--- config.mk ---
export PLATFORM = sky130hd
export DESIGN_NAME = vmesc_ctrl
export DESIGN_NICKNAME = d
export VERILOG_FILES = /design/src/inc/vmesc_pkg.sv /design/src/rtl/vmesc_ctrl.sv /design/src/rtl/vmesc_sync.sv
export SDC_FILE = /design/constraint.sdc
export NUM_CORES = 1
export LEC_CHECK = 0
export ABC_AREA = 1
export BUFFER_PORTS_ARGS = -buffer_cell sky130_fd_sc_hd__buf_4
export CORE_UTILIZATION = 53
export CTS_BUF_LIST = sky130_fd_sc_hd__clkbuf_16
export CTS_CLUSTER_SIZE = 25
export DETAILED_ROUTE_END_ITERATION = 12
export GPL_TIMING_DRIVEN = 0
export PLACE_DENSITY = 0.79
export SYNTH_ARGS = -nofsm -noshare
export SYNTH_HDL_FRONTEND = slang
export SYNTH_SLANG_ARGS = --single-unit
--- constraint.sdc ---
create_clock -name ref_clk -period 5.1 [get_ports ref_clk]
set_input_delay 0.255 -clock ref_clk [delete_from_list [all_inputs] [get_ports ref_clk]]
set_output_delay 0.255 -clock ref_clk [all_outputs]
set_load 0.01 [all_outputs]
--- src/inc/vmesc_pkg.sv ---
/*
 * constants and types shared by the backplane system-controller block:
 * timing counts, decode values and the register map seen over apb.
 * assumes a single 40 mhz reference clock.
 */
// ----------------------------------------------------------------------
// Operation
// installed jumper reads 0, removed reads 1
// no cable strap: remote accesses get bus error
// drive backplane clock only with strap installed
// reset strap: drive reset on power-on or command
// timeout strap: bus error after 48 us transfer
// arbiter strap: drive four grants and clear
// policy strap out priority, in round-robin
// arbiter serves level three only or four levels
// requester may use any of four levels
// take own-level grant, pass other grants on
// decode 32-byte window in four register groups
// window when a15..a08 equal window straps
// window answers only modifiers 29 and 2d
// shipped: requester level 3, drives nothing
// dma group sits at window offsets 10..1f
// priority: highest level first, clear on higher
// ----------------------------------------------------------------------
package vmesc_pkg;
    // ------------------------------------------------------------------
    // timing
    // ------------------------------------------------------------------
    localparam int CLK_MHZ = 40;
    localparam int BUS_TIMEOUT_US = 48;
    localparam int BUS_TIMEOUT_CYC = BUS_TIMEOUT_US * CLK_MHZ;
    localparam int SYSRESET_HOLD_US = 200;
    localparam int SYSRESET_HOLD_CYC = SYSRESET_HOLD_US * CLK_MHZ;
    localparam int SYSCLK_HALF_CYC = 1;
    // ------------------------------------------------------------------
    // backplane decode
    // ------------------------------------------------------------------
    localparam logic [5:0] AM_SHORT_USER = 6'h29;
    localparam logic [5:0] AM_SHORT_SUPER = 6'h2d;
    localparam int WIN_ADDR_LSB = 8;
    localparam int WIN_REMOTE_BIT = 3;
    localparam int WIN_DMA_BIT = 4;
    localparam logic [1:0] SINGLE_LEVEL = 2'h3;
    // ------------------------------------------------------------------
    // register map
    // ------------------------------------------------------------------
    localparam logic [11:0] REG_CTRL = 12'h000;
    localparam logic [11:0] REG_STRAP = 12'h004;
    localparam logic [11:0] REG_STATUS = 12'h008;
    localparam int CTRL_SWRST_BIT = 0;
    localparam logic CTRL_SWRST_RST = 1'b0;
    localparam int STAT_TIMEOUT_BIT = 0;
    localparam int STAT_REMERR_BIT = 1;
    localparam int STAT_MISMATCH_BIT = 2;
    localparam int STAT_ARB_LSB = 4;
    localparam int STAT_OWNER_LSB = 6;
    localparam int STAT_POR_BIT = 8;
    // ------------------------------------------------------------------
    // arbiter states, gray along idle-grant-hold
    // ------------------------------------------------------------------
    typedef enum logic [1:0] {
        ARB_IDLE = 2'h0,
        ARB_GRANT = 2'h1,
        ARB_HOLD = 2'h3
    } vmesc_arb_t;
endpackage : vmesc_pkg

--- src/rtl/vmesc_ctrl.sv ---
/*
 * backplane system-controller block: strap decode, clock and reset
 * drive, bus timeout, requester and arbiter, register window decode,
 * with an apb slave for control and status.
 * assumes straps are static and backplane pins are asynchronous.
 */
// Implementation choices: the placing of the registers and the APB register port.
`timescale 1ns/1ps
`default_nettype none
module vmesc_ctrl #(
    parameter int TIMEOUT_CYC = vmesc_pkg::BUS_TIMEOUT_CYC,
    parameter int SYSRESET_CYC = vmesc_pkg::SYSRESET_HOLD_CYC,
    parameter int SYSCLK_HALF = vmesc_pkg::SYSCLK_HALF_CYC
) (
    // clock and reset
    input wire logic ref_clk,
    input wire logic rst_n,
    // apb
    input wire logic psel,
    input wire logic penable,
    input wire logic pwrite,
    input wire logic [11:0] paddr,
    input wire logic [31:0] pwdata,
    output logic [31:0] prdata,
    output logic pready,
    output logic pslverr,
    // straps, low when installed
    input wire logic cableTxStrap,
    input wire logic sysclkDriveStrap,
    input wire logic sysresetDriveStrap,
    input wire logic timeoutStrap,
    input wire logic grantDriverEnableStrap,
    input wire logic policyStrap,
    input wire logic singleLevelStrap,
    input wire logic [3:0] requestLevelStrap,
    input wire logic [3:0] grantChainLevelStrap,
    input wire logic [7:0] registerWindowLowStrap,
    input wire logic [7:0] registerWindowHighStrap,
    // backplane inputs
    input wire logic asN,
    input wire logic [1:0] dsN,
    input wire logic [15:0] addr,
    input wire logic [5:0] am,
    input wire logic [3:0] brInN,
    input wire logic bbsyInN,
    input wire logic [3:0] bgInN,
    // local logic
    input wire logic localReq,
    input wire logic remoteHit,
    output logic grantAck,
    output logic winSel,
    output logic winRemote,
    output logic winDma,
    output logic [4:0] winOffset,
    // backplane outputs
    output logic sysclkOut,
    output logic sysclkOe,
    output logic sysresetOutN,
    output logic sysresetOe,
    output logic berrOutN,
    output logic berrOe,
    output logic [3:0] arbGrantN,
    output logic arbGrantOe,
    output logic bclrOutN,
    output logic bclrOe,
    output logic [3:0] brOutN,
    output logic [3:0] brOe,
    output logic bbsyOutN,
    output logic bbsyOe,
    output logic [3:0] chainOutN
);
    localparam int TW = $clog2(TIMEOUT_CYC + 1);
    localparam int PW = $clog2(SYSRESET_CYC + 1);
    localparam int DW = $clog2(SYSCLK_HALF + 1);

    initial begin
        if (TIMEOUT_CYC < 2 || SYSRESET_CYC < 1 || SYSCLK_HALF < 1) begin
            $error("vmesc_ctrl: counts out of range");
        end
    end

    // ------------------------------------------------------------------
    // pin synchronisers
    // ------------------------------------------------------------------
    logic [30:0] strapS;
    logic [33:0] busS;

    vmesc_sync #(.WIDTH(31)) u_strapSync (
        .ref_clk(ref_clk),
        .rst_n(rst_n),
        .pinIn({cableTxStrap, sysclkDriveStrap, sysresetDriveStrap,
                timeoutStrap, grantDriverEnableStrap, policyStrap,
                singleLevelStrap, requestLevelStrap, grantChainLevelStrap,
                registerWindowLowStrap, registerWindowHighStrap}),
        .syncOut(strapS)
    );

    vmesc_sync #(.WIDTH(34)) u_busSync (
        .ref_clk(ref_clk),
        .rst_n(rst_n),
        .pinIn({asN, dsN, addr, am, brInN, bbsyInN, bgInN}),
        .syncOut(busS)
    );

    // installed jumper reads 0
    logic cableOn, clkOn, rstOn, toOn, arbOn, rrOn, singleOn;
    logic [3:0] reqInst, chainInst;
    logic [7:0] winLo, winHi;
    assign cableOn = ~strapS[30];
    assign clkOn = ~strapS[29];
    assign rstOn = ~strapS[28];
    assign toOn = ~strapS[27];
    assign arbOn = ~strapS[26];
    assign rrOn = ~strapS[25];
    assign singleOn = ~strapS[24];
    assign reqInst = ~strapS[23:20];
    assign chainInst = ~strapS[19:16];
    assign winLo = strapS[15:8];
    assign winHi = strapS[7:0];

    logic asAct, dsAct, bbsyFree;
    logic [1:0] dsS;
    logic [15:0] addrS;
    logic [5:0] amS;
    logic [3:0] brPend, bgInS;
    assign asAct = ~busS[33];
    assign dsS = busS[32:31];
    assign dsAct = dsS != 2'h3;
    assign addrS = busS[30:15];
    assign amS = busS[14:9];
    assign brPend = ~busS[8:5];
    assign bbsyFree = busS[4];
    assign bgInS = busS[3:0];

    // lowest installed request jumper names the level; none means 3
    function automatic logic [1:0] strapLevel(input logic [3:0] inst);
        logic [1:0] lvl;
        lvl = vmesc_pkg::SINGLE_LEVEL;
        for (int i = 3; i >= 0; i--) begin
            if (inst[i]) lvl = 2'(i);
        end
        return lvl;
    endfunction : strapLevel

    logic [1:0] reqLevel, chainLevel;
    assign reqLevel = strapLevel(reqInst);
    assign chainLevel = strapLevel(chainInst);

    // ------------------------------------------------------------------
    // apb slave, answers in the first access cycle
    // ------------------------------------------------------------------
    logic swReset_ff, timeoutSeen_ff, remErrSeen_ff, porActive;
    logic [31:0] nxt_rdata;
    logic nxt_err, wrStb, clrTo, clrRem, setTo, setRem;
    vmesc_pkg::vmesc_arb_t arbState_ff;
    logic [1:0] owner_ff;

    always_comb begin
        nxt_rdata = 32'h0;
        nxt_err = 1'b0;
        unique case (paddr)
            vmesc_pkg::REG_CTRL: nxt_rdata[vmesc_pkg::CTRL_SWRST_BIT] =
                swReset_ff;
            vmesc_pkg::REG_STRAP: nxt_rdata[30:0] = strapS;
            vmesc_pkg::REG_STATUS: begin
                nxt_rdata[vmesc_pkg::STAT_TIMEOUT_BIT] = timeoutSeen_ff;
                nxt_rdata[vmesc_pkg::STAT_REMERR_BIT] = remErrSeen_ff;
                nxt_rdata[vmesc_pkg::STAT_MISMATCH_BIT] = winLo != winHi;
                nxt_rdata[vmesc_pkg::STAT_ARB_LSB +: 2] = arbState_ff;
                nxt_rdata[vmesc_pkg::STAT_OWNER_LSB +: 2] = owner_ff;
                nxt_rdata[vmesc_pkg::STAT_POR_BIT] = porActive;
            end
            default: nxt_err = 1'b1;
        endcase
    end

    always_ff @(posedge ref_clk or negedge rst_n) begin
        if (!rst_n) begin
            pready <= 1'b0;
            prdata <= 32'h0;
            pslverr <= 1'b0;
        end else begin
            pready <= psel & ~penable;
            prdata <= (psel & ~penable & ~pwrite) ? nxt_rdata : 32'h0;
            pslverr <= psel & ~penable & nxt_err;
        end
    end

    assign wrStb = psel & penable & pready & pwrite & ~pslverr;
    assign clrTo = wrStb && paddr == vmesc_pkg::REG_STATUS &&
        pwdata[vmesc_pkg::STAT_TIMEOUT_BIT];
    assign clrRem = wrStb && paddr == vmesc_pkg::REG_STATUS &&
        pwdata[vmesc_pkg::STAT_REMERR_BIT];

    always_ff @(posedge ref_clk or negedge rst_n) begin
        if (!rst_n) begin
            swReset_ff <= vmesc_pkg::CTRL_SWRST_RST;
        end else if (wrStb && paddr == vmesc_pkg::REG_CTRL) begin
            swReset_ff <= pwdata[vmesc_pkg::CTRL_SWRST_BIT];
        end
    end

    // status flags: a new event beats a clearing write
    always_ff @(posedge ref_clk or negedge rst_n) begin
        if (!rst_n) begin
            timeoutSeen_ff <= 1'b0;
            remErrSeen_ff <= 1'b0;
        end else begin
            timeoutSeen_ff <= setTo | (timeoutSeen_ff & ~clrTo);
            remErrSeen_ff <= setRem | (remErrSeen_ff & ~clrRem);
        end
    end

    // ------------------------------------------------------------------
    // system clock and reset drive
    // ------------------------------------------------------------------
    logic [DW-1:0] divCnt_ff;
    logic [PW-1:0] porCnt_ff;

    always_ff @(posedge ref_clk or negedge rst_n) begin
        if (!rst_n) begin
            divCnt_ff <= '0;
            sysclkOut <= 1'b0;
            sysclkOe <= 1'b0;
        end else begin
            sysclkOe <= clkOn;
            if (divCnt_ff == DW'(SYSCLK_HALF - 1)) begin
                divCnt_ff <= '0;
                sysclkOut <= ~sysclkOut;
            end else begin
                divCnt_ff <= divCnt_ff + 1'b1;
            end
        end
    end

    // reset is stretched after release so the backplane sees it
    assign porActive = porCnt_ff != PW'(SYSRESET_CYC);
    always_ff @(posedge ref_clk or negedge rst_n) begin
        if (!rst_n) begin
            porCnt_ff <= '0;
            sysresetOe <= 1'b0;
            sysresetOutN <= 1'b1;
        end else begin
            if (porActive) begin
                porCnt_ff <= porCnt_ff + 1'b1;
            end
            sysresetOe <= rstOn & (porActive | swReset_ff);
            sysresetOutN <= ~(rstOn & (porActive | swReset_ff));
        end
    end

    // ------------------------------------------------------------------
    // bus timeout and remote-access bus error
    // ------------------------------------------------------------------
    logic [TW-1:0] xferCnt_ff;
    assign setTo = toOn & asAct & (xferCnt_ff == TW'(TIMEOUT_CYC - 1));
    assign setRem = ~cableOn & remoteHit & asAct & dsAct;

    always_ff @(posedge ref_clk or negedge rst_n) begin
        if (!rst_n) begin
            xferCnt_ff <= '0;
        end else if (!asAct) begin
            xferCnt_ff <= '0;
        end else if (xferCnt_ff != TW'(TIMEOUT_CYC)) begin
            xferCnt_ff <= xferCnt_ff + 1'b1;
        end
    end

    // error holds until the master drops address strobe
    always_ff @(posedge ref_clk or negedge rst_n) begin
        if (!rst_n) begin
            berrOe <= 1'b0;
            berrOutN <= 1'b1;
        end else if (!asAct) begin
            berrOe <= 1'b0;
            berrOutN <= 1'b1;
        end else if (setTo | setRem) begin
            berrOe <= 1'b1;
            berrOutN <= 1'b0;
        end
    end

    // ------------------------------------------------------------------
    // register window decode
    // ------------------------------------------------------------------
    logic amOk, winHit;
    assign amOk = amS == vmesc_pkg::AM_SHORT_USER ||
        amS == vmesc_pkg::AM_SHORT_SUPER;
    assign winHit = asAct & amOk &
        (addrS[15:vmesc_pkg::WIN_ADDR_LSB] == winLo);

    always_ff @(posedge ref_clk or negedge rst_n) begin
        if (!rst_n) begin
            winSel <= 1'b0;
            winRemote <= 1'b0;
            winDma <= 1'b0;
            winOffset <= 5'h0;
        end else begin
            winSel <= winHit;
            winOffset <= winHit ? addrS[4:0] : 5'h0;
            winRemote <= winHit & addrS[vmesc_pkg::WIN_REMOTE_BIT];
            winDma <= winHit & addrS[vmesc_pkg::WIN_DMA_BIT];
        end
    end

    // ------------------------------------------------------------------
    // requester and grant daisy chain
    // ------------------------------------------------------------------
    logic owning_ff, ownGrant;
    assign ownGrant = ~bgInS[chainLevel] & localReq & ~owning_ff;

    always_ff @(posedge ref_clk or negedge rst_n) begin
        if (!rst_n) begin
            owning_ff <= 1'b0;
            grantAck <= 1'b0;
            bbsyOe <= 1'b0;
            bbsyOutN <= 1'b1;
            brOe <= 4'h0;
            brOutN <= 4'hf;
            chainOutN <= 4'hf;
        end else begin
            if (ownGrant) begin
                owning_ff <= 1'b1;
            end else if (!localReq) begin
                owning_ff <= 1'b0;
            end
            grantAck <= (owning_ff | ownGrant) & localReq;
            bbsyOe <= (owning_ff | ownGrant) & localReq;
            bbsyOutN <= ~((owning_ff | ownGrant) & localReq);
            for (int i = 0; i < 4; i++) begin
                brOe[i] <= localReq & ~owning_ff & ~ownGrant &
                    (reqLevel == 2'(i));
                brOutN[i] <= ~(localReq & ~owning_ff & ~ownGrant &
                    (reqLevel == 2'(i)));
                // own level is held back while we want the bus
                chainOutN[i] <= bgInS[i] |
                    ((chainLevel == 2'(i)) & localReq);
            end
        end
    end

    // ------------------------------------------------------------------
    // arbiter
    // ------------------------------------------------------------------
    // priority: highest level; round-robin: next below the last owner
    function automatic logic [1:0] pickLevel(input logic [3:0] req,
                                             input logic rr,
                                             input logic [1:0] last);
        logic [1:0] pick;
        logic [1:0] idx;
        pick = 2'h0;
        idx = 2'h0;
        for (int i = 0; i < 4; i++) begin
            if (req[i]) pick = 2'(i);
        end
        if (rr) begin
            for (int i = 4; i >= 1; i--) begin
                idx = last - 2'(i);
                if (req[idx]) pick = idx;
            end
        end
        return pick;
    endfunction : pickLevel

    logic [3:0] arbReq, higher;
    logic [1:0] nxt_owner;
    assign arbReq = singleOn ? (brPend & 4'h8) : brPend;
    assign nxt_owner = pickLevel(arbReq, rrOn, owner_ff);
    always_comb begin
        higher = 4'h0;
        for (int i = 0; i < 4; i++) begin
            higher[i] = arbReq[i] & (2'(i) > owner_ff);
        end
    end

    always_ff @(posedge ref_clk or negedge rst_n) begin
        if (!rst_n) begin
            arbState_ff <= vmesc_pkg::ARB_IDLE;
            owner_ff <= vmesc_pkg::SINGLE_LEVEL;
            arbGrantN <= 4'hf;
            arbGrantOe <= 1'b0;
            bclrOutN <= 1'b1;
            bclrOe <= 1'b0;
        end else begin
            arbGrantOe <= arbOn;
            bclrOe <= arbOn;
            bclrOutN <= 1'b1;
            unique case (arbState_ff)
                vmesc_pkg::ARB_IDLE: begin
                    if (arbOn && bbsyFree && arbReq != 4'h0) begin
                        arbState_ff <= vmesc_pkg::ARB_GRANT;
                        owner_ff <= nxt_owner;
                        arbGrantN <= ~(4'h1 << nxt_owner);
                    end
                end
                vmesc_pkg::ARB_GRANT: begin
                    if (!bbsyFree) begin
                        arbState_ff <= vmesc_pkg::ARB_HOLD;
                        arbGrantN <= 4'hf;
                    end else if (!arbReq[owner_ff] || !arbOn) begin
                        arbState_ff <= vmesc_pkg::ARB_IDLE;
                        arbGrantN <= 4'hf;
                    end
                end
                vmesc_pkg::ARB_HOLD: begin
                    if (bbsyFree) begin
                        arbState_ff <= vmesc_pkg::ARB_IDLE;
                    end else if (!rrOn && higher != 4'h0) begin
                        bclrOutN <= 1'b0;
                    end
                end
                default: begin
                    arbState_ff <= vmesc_pkg::ARB_IDLE;
                    arbGrantN <= 4'hf;
                end
            endcase
        end
    end
endmodule : vmesc_ctrl
`default_nettype wire

--- src/rtl/vmesc_sync.sv ---
/*
 * two-stage synchroniser for a group of pins.
 * assumes the inputs are asynchronous levels; pulses shorter than
 * one clock may be lost.
 */
`timescale 1ns/1ps
`default_nettype none
module vmesc_sync #(
    parameter int WIDTH = 1
) (
    // clock and reset
    input wire logic ref_clk,
    input wire logic rst_n,
    // pins
    input wire logic [WIDTH-1:0] pinIn,
    output logic [WIDTH-1:0] syncOut
);
    logic [WIDTH-1:0] meta_ff;
    logic [WIDTH-1:0] sync_ff;

    initial begin
        if (WIDTH < 1) begin
            $error("vmesc_sync: WIDTH must be at least 1");
        end
    end

    // idle level of every grouped pin is high
    always_ff @(posedge ref_clk or negedge rst_n) begin
        if (!rst_n) begin
            meta_ff <= '1;
            sync_ff <= '1;
        end else begin
            meta_ff <= pinIn;
            sync_ff <= meta_ff;
        end
    end

    assign syncOut = sync_ff;
endmodule : vmesc_sync
`default_nettype wire

======== After elaboration in Yosys (flattened, before gate mapping) ========
Index checks and enable logic that the tools add are counted.
operators by class
  magnitude comparators ................... 9
  bitwise gates (word level) .............. 70
  $add $sub $neg .......................... 6
  reduce and logical (&&, ||, !) cells .... 22
  mux-type cells .......................... 54
  equality and inequality tests ........... 22
  multipliers ............................. 0
  shift operators ......................... 1
  div/mod/pow operators ................... 0
operators by type and width
  operator                                                                number
  1-bit AND                                                               36
  31-bit 2-to-1 mux                                                       1
  2-bit 2-to-1 mux                                                        15
  11-bit 2-to-1 mux                                                       2
  22-bit 2-to-1 mux                                                       1
  1-bit NOT                                                               21
  1-bit 2-to-1 mux                                                        20
  2-bit by 3-bit < comparator with 1-bit output, second input constant    5
  13-bit by 1-bit adder with 13-bit output, second input constant         1
  13-bit inequality test, second input constant                           1
  12-bit by 3-bit equality test with 1-bit output, second input constant  1
  12-bit by 4-bit equality test with 1-bit output, second input constant  1
  6-bit equality test, second input constant                              2
  12-bit zero test                                                        1
  4-bit 2-to-1 mux                                                        3
  4-bit case mux with 3 select lines                                      1
  11-bit by 1-bit adder with 11-bit output, second input constant         1
  11-bit equality test, second input constant                             1
  11-bit inequality test, second input constant                           1
  1-bit binary-select mux with 2-bit select                               5
  2-bit equality test, second input constant                              5
  5-bit case mux with 2 select lines                                      1
  1-bit OR                                                                9
  8-bit equality test                                                     1
  27 further kinds                                                        48
storage, ports and cells
  memories ................................ 0
  register bits after elaboration ......... 230
  logic and storage cells ................. 218
  bits in read-only memories .............. 0
  output and inout bits ................... 70
  bits in latches ......................... 0
  input bits .............................. 116
  bits in writable memories ............... 0

======== Longest topological paths before layout ========
  depth in word-level cells ............... 14
  depth in mapped cells ................... 14
  mapped depth without buffers ............ 13

======== Modules after synthesis ========
Synthesis repeated with hierarchy kept, for this count alone.
unflattened totals
  cell total of the unflattened synthesis .. 641
  area total of the unflattened synthesis .. 7905.1 um2
modules (own cells, without submodules)
  module                    sequential area each (um2)  area an instance (um2)  cells an instance  instances
  vmesc_ctrl                2449.8                      4489.3                  511                1
  vmesc_sync (u_busSync)    1786.7                      1786.7                  68                 1
  vmesc_sync (u_strapSync)  1629.1                      1629.1                  62                 1

======== Least setup slack after synthesis ========
No wires, ideal clock.
  path type ............................... register to register
  start point ............................. register owner_ff[0]
  end point ............................... register arbGrantN[1]
  data arrival time ....................... 1681 ps
  buffers on the path ..................... 1
  path slack .............................. 3355 ps
  data required time ...................... 5036 ps
  period minus slack after synthesis ...... 1745 ps
  cell stages (with the launch flop) ...... 14
  cell sequence ........................... dfstp_2 > buf_6 > inv_4 > ha_1 > inv_1 > nand2_1 > nand2_2 > a21oi_1 > nand2_1 > nand2_1 > nand2_2 > nand2_4 > nor2_2 > nor2_2
on the way
  longest elaborated chain between the ends .. 11
  elaborated cells between the ends (all ways) .. 24
  those cells by class .................... add/sub (3); eq/ne (1); shift (1); mux (15); bitwise (1); reduce/logical (3)
RTL lines
  what                                                                           RTL line                                                 RTL
  start, declared                                                                vmesc_ctrl.sv:156                                        logic [1:0] owner_ff;
  start signal, assigned                                                         vmesc_ctrl.sv:379                                        owner_ff <= vmesc_pkg::SINGLE_LEVEL;
  start signal, assigned                                                         vmesc_ctrl.sv:392                                        owner_ff <= nxt_owner;
  2-bit subtractor or 1-bit binary-select mux with 2-bit select (tied branches)  vmesc_ctrl.sv:358, vmesc_ctrl.sv:359, vmesc_ctrl.sv:400
  1-bit binary-select mux with 2-bit select or 1-bit 2-to-1 mux (tied branches)  vmesc_ctrl.sv:359, vmesc_ctrl.sv:400
  1-bit 2-to-1 mux (implied by the code) or 2-bit 2-to-1 mux (tied branches)     vmesc_ctrl.sv:359                                        if (req[idx]) pick = idx;
  2-bit 2-to-1 mux (3 in a row)                                                  vmesc_ctrl.sv:359
  2-bit 2-to-1 mux                                                               vmesc_ctrl.sv:356                                        if (rr) begin
  1-bit by 2-bit left shift with 4-bit output                                    vmesc_ctrl.sv:393                                        arbGrantN <= ~(4'h1 << nxt_owner);
  4-bit NOT                                                                      vmesc_ctrl.sv:393
  4-bit 2-to-1 mux                                                               vmesc_ctrl.sv:390                                        if (arbOn && bbsyFree && arbReq != 4'h0) begin
  4-bit case mux with 3 select lines                                             vmesc_ctrl.sv:388                                        unique case (arbState_ff)
  end signal, assigned                                                           vmesc_ctrl.sv:393
  end, declared                                                                  vmesc_ctrl.sv:62                                         output logic [3:0] arbGrantN,
Several ways; a longest one is shown, not always the timed one. The select of a mux whose other input is x is not followed.
A chain may end at the register's enable or synchronous reset.

======== Final worst setup path ========
Ends and elaborated chain as after synthesis.

==> flow_summary.json <==
{
  "status": "complete, no violations",
  "path_class": "register to register",
  "start_util": 0.548,
  "min_period_over_period": 0.378,
  "synthCells": 607,
  "syn-num-nets": 729,
  "hold_path.class": "primary input to register",
  "yosysWarnings": 0,
  "min_path_cells": 2,
  "worstHoldEndpoint": "swReset_ff",
  "die_y_um": 122,
  "synth_largest_area_cell": "dfstp_2",
  "relSlewSlack": 0.549,
  "grt_pass1_vias": 5321,
  "clock-skew-final_ns": 0.0135,
  "yosys.area.top_type_share": 0.478,
  "grt_setup_unrepaired": "no",
  "grt_overflow": 0,
  "via_per_inst": 4.88,
  "core-area_um2": 14000,
  "die_area_um2": 15000,
  "hold_viol_final": 0,
  "dr.pass1.iters": 4,
  "setup_tns_ns": 0,
  "ff2ff_setup_slack_ns": 3.17,
  "row_count": 43,
  "setup_viol": 0,
  "netlist_area_um2": 7690,
  "slew_violations": 0,
  "final_common_cell": "buf_4",
  "netlist_top_cells_area": "dfstp_2 (48%), dfrtp_1 (26%), nand2_1 (4.0%), inv_1 (3.8%), nand3_1 (2.0%)",
  "end_kind": "register",
  "slowest_delay_ns": 0.54,
  "crit_slowest_cell": "dfstp_2",
  "arrival_ns": 2.34,
  "final_cell_mix": "buf_4 (155), dfstp_2 (140), nand2_1 (82), inv_1 (80), dfrtp_1 (79)",
  "gp_congestion": 0.856,
  "clk_path_buf_depth": 3,
  "drtIter0Drc": 295,
  "grt_pass1_wl_um": 26100,
  "max-cap-violations": 0,
  "antennaDiodeCount": 0,
  "fp.dieW_um": 122,
  "wl_um": 16000,
  "ctsResizeCount": 0,
  "clock_latency_ns": 0.49,
  "worstReg2RegEnd": "arbGrantN[1]",
  "synthToLayoutAreaGrowth_pct": 36.2,
  "fillCellCount": 861,
  "worst_pin_slew_ns": 0.676,
  "htreeDepth": 1,
  "multi_input_area_um2": 1650,
  "crit_top_cell": "nand2_1",
  "post-route-util": 0.746,
  "path_buf_inv": 3,
  "wl_per_cell_um": 15.3,
  "post-route-min-period_ns": 1.93,
  "crit_chain": "buf_6 > inv_4 > ha_1 > inv_1 > nand2_1 > nand2_2 > a21oi_1 > nand2_1 > nand2_1 > nand2_2 > nand2_4 > nor2_2 > nor2_2",
  "cts_hold_buf": 64,
  "synth_cell_types": 44,
  "portBuffers": 150,
  "cts_buffers": 22,
  "timing.rr.start": "owner_ff[0]",
  "grt_max_degree": 123,
  "regArea_um2": 5660,
  "fin_nets": 968,
  "drc": 0,
  "clkTransAtPathRegs_ns": 0.06,
  "cts_setup_buffers": 0,
  "powerDensity_nw_per_um2": 382,
  "ant_nets": 0,
  "cpLargestDelayFamily": "simple AND/OR/NAND/NOR gates",
  "path_max_fanout": 8,
  "reg2regPathDepth": 13,
  "yosys_register_bits": 219,
  "grt.total_usage": 0.228,
  "syn_avg_cell_area_um2": 12.7,
  "clock.fmax_ghz": 0.519,
  "clockRootBuffer": "clkbuf_16",
  "worst_ep_required_time_ns": 5.52,
  "design_power_total_mw": 4.01,
  "boundaryPins": 186,
  "hpwl_um": 10100,
  "num_vias": 5081,
  "min-delay-start": "pwdata[0]",
  "max-vdd-ir-drop_uv": 389,
  "drive_gt1_frac": 0.420,
  "placedCellCount": 938,
  "cts_tree": "done",
  "stdcell_count": 1042,
  "cts_sinks": 219,
  "p_leak_nw": 4.96,
  "yosysSeqAreaShare": 0.735,
  "antenna_found_initial": 0,
  "start_kind": "register"
}
==> logic make-up (layout without fill, tap and decap cells) <==
logic type      count (synthesis)  after routing  synth area share
flops                         219            219             0.735
simple gates                  209            209             0.135
buf+inv                        96            351            0.0512
compound gates                 52             52            0.0405
xor+xnor                       23             23            0.0262
fa+ha+maj                       6              6           0.00976
other cells                     1              1          0.000487
mux                             1              1           0.00146
==> through the flow <==
stage          hold slack, ns  instance area (um2)  worst slack [ns]
4_1_cts                0.0172                10500              3.16
5_1_grt                0.0347                10500              2.98
3_3_place_gp            0.346                 9050              2.46
2_1_floorplan         -0.0406                 7690              3.35
3_5_place_dp            0.317                 9080              3.19
6_report               0.0288                10500              3.17
==> worst max-delay path by stage <==
stage | end | start | cells after the start | slack, ns
finish | arbGrantN[1] | owner_ff[0] | 13 | 3.17
floorplan | arbGrantN[1] | owner_ff[0] | 13 | 3.35
global placement | prdata[13] | rst_n | 1 | 2.46
global route | arbGrantN[3] | owner_ff[0] | 13 | 2.98
CTS | arbGrantN[1] | owner_ff[0] | 13 | 3.16
detailed placement | arbGrantN[1] | owner_ff[0] | 13 | 3.19
==> synth_stat cells, drive strengths merged <==
cell / n
xnor2: 11
o211ai: 2
or2: 2
xor2: 12
nor4: 6
o21ai: 17
nand3b: 2
clkbuf: 5
a21boi: 2
nor3b: 12
mux2: 1
o21bai: 1
o2111ai: 1
a211oi: 2
ha: 6
a221oi: 1
o22ai: 1
dfstp: 140
inv: 83
nand2: 89
nand4: 8
conb: 1
a21oi: 22
nor2: 34
nor3: 22
dfrtp: 79
buf: 8
o221ai: 2
nand3: 34
o31ai: 1
==> area by class of cell <==
type                            instances  share of cell area
Clock inverter                         16              0.0150
Timing Repair Buffer                  215               0.172
Tap cell                              180              0.0215
Buffer                                 13             0.00764
Inverter                               83              0.0300
Sequential cell                       219               0.540
Clock buffer                           24              0.0573
Multi-Input combinational cell        292               0.157
==> sequential cells by signal (all words and copies together), names as in the netlist, 2 cells and up <==
signal               cells
arbGrantN                4
arbState_ff              2
brOe                     4
brOutN                   4
chainOutN                4
owner_ff                 2
porCnt_ff               13
prdata                  31
u_busSync.meta_ff       30
u_busSync.syncOut       30
u_strapSync.meta_ff     31
u_strapSync.syncOut     31
winOffset                4
xferCnt_ff              11
==> metal layers <==
metal	wire length, um	global-route usage
met5	0	0
met3	710	0.0367
met1	6310	0.277
met4	275	0.0480
met2	8660	0.424
==> power breakdown <==
group          switching [mW]  total [mW]  internal, mW
Clock                   0.637        1.64          1.00
Combinational           0.252       0.452         0.200
Sequential             0.0468        1.92          1.87
Total                   0.936        4.01          3.07
(Power assumes the default switching activity.)
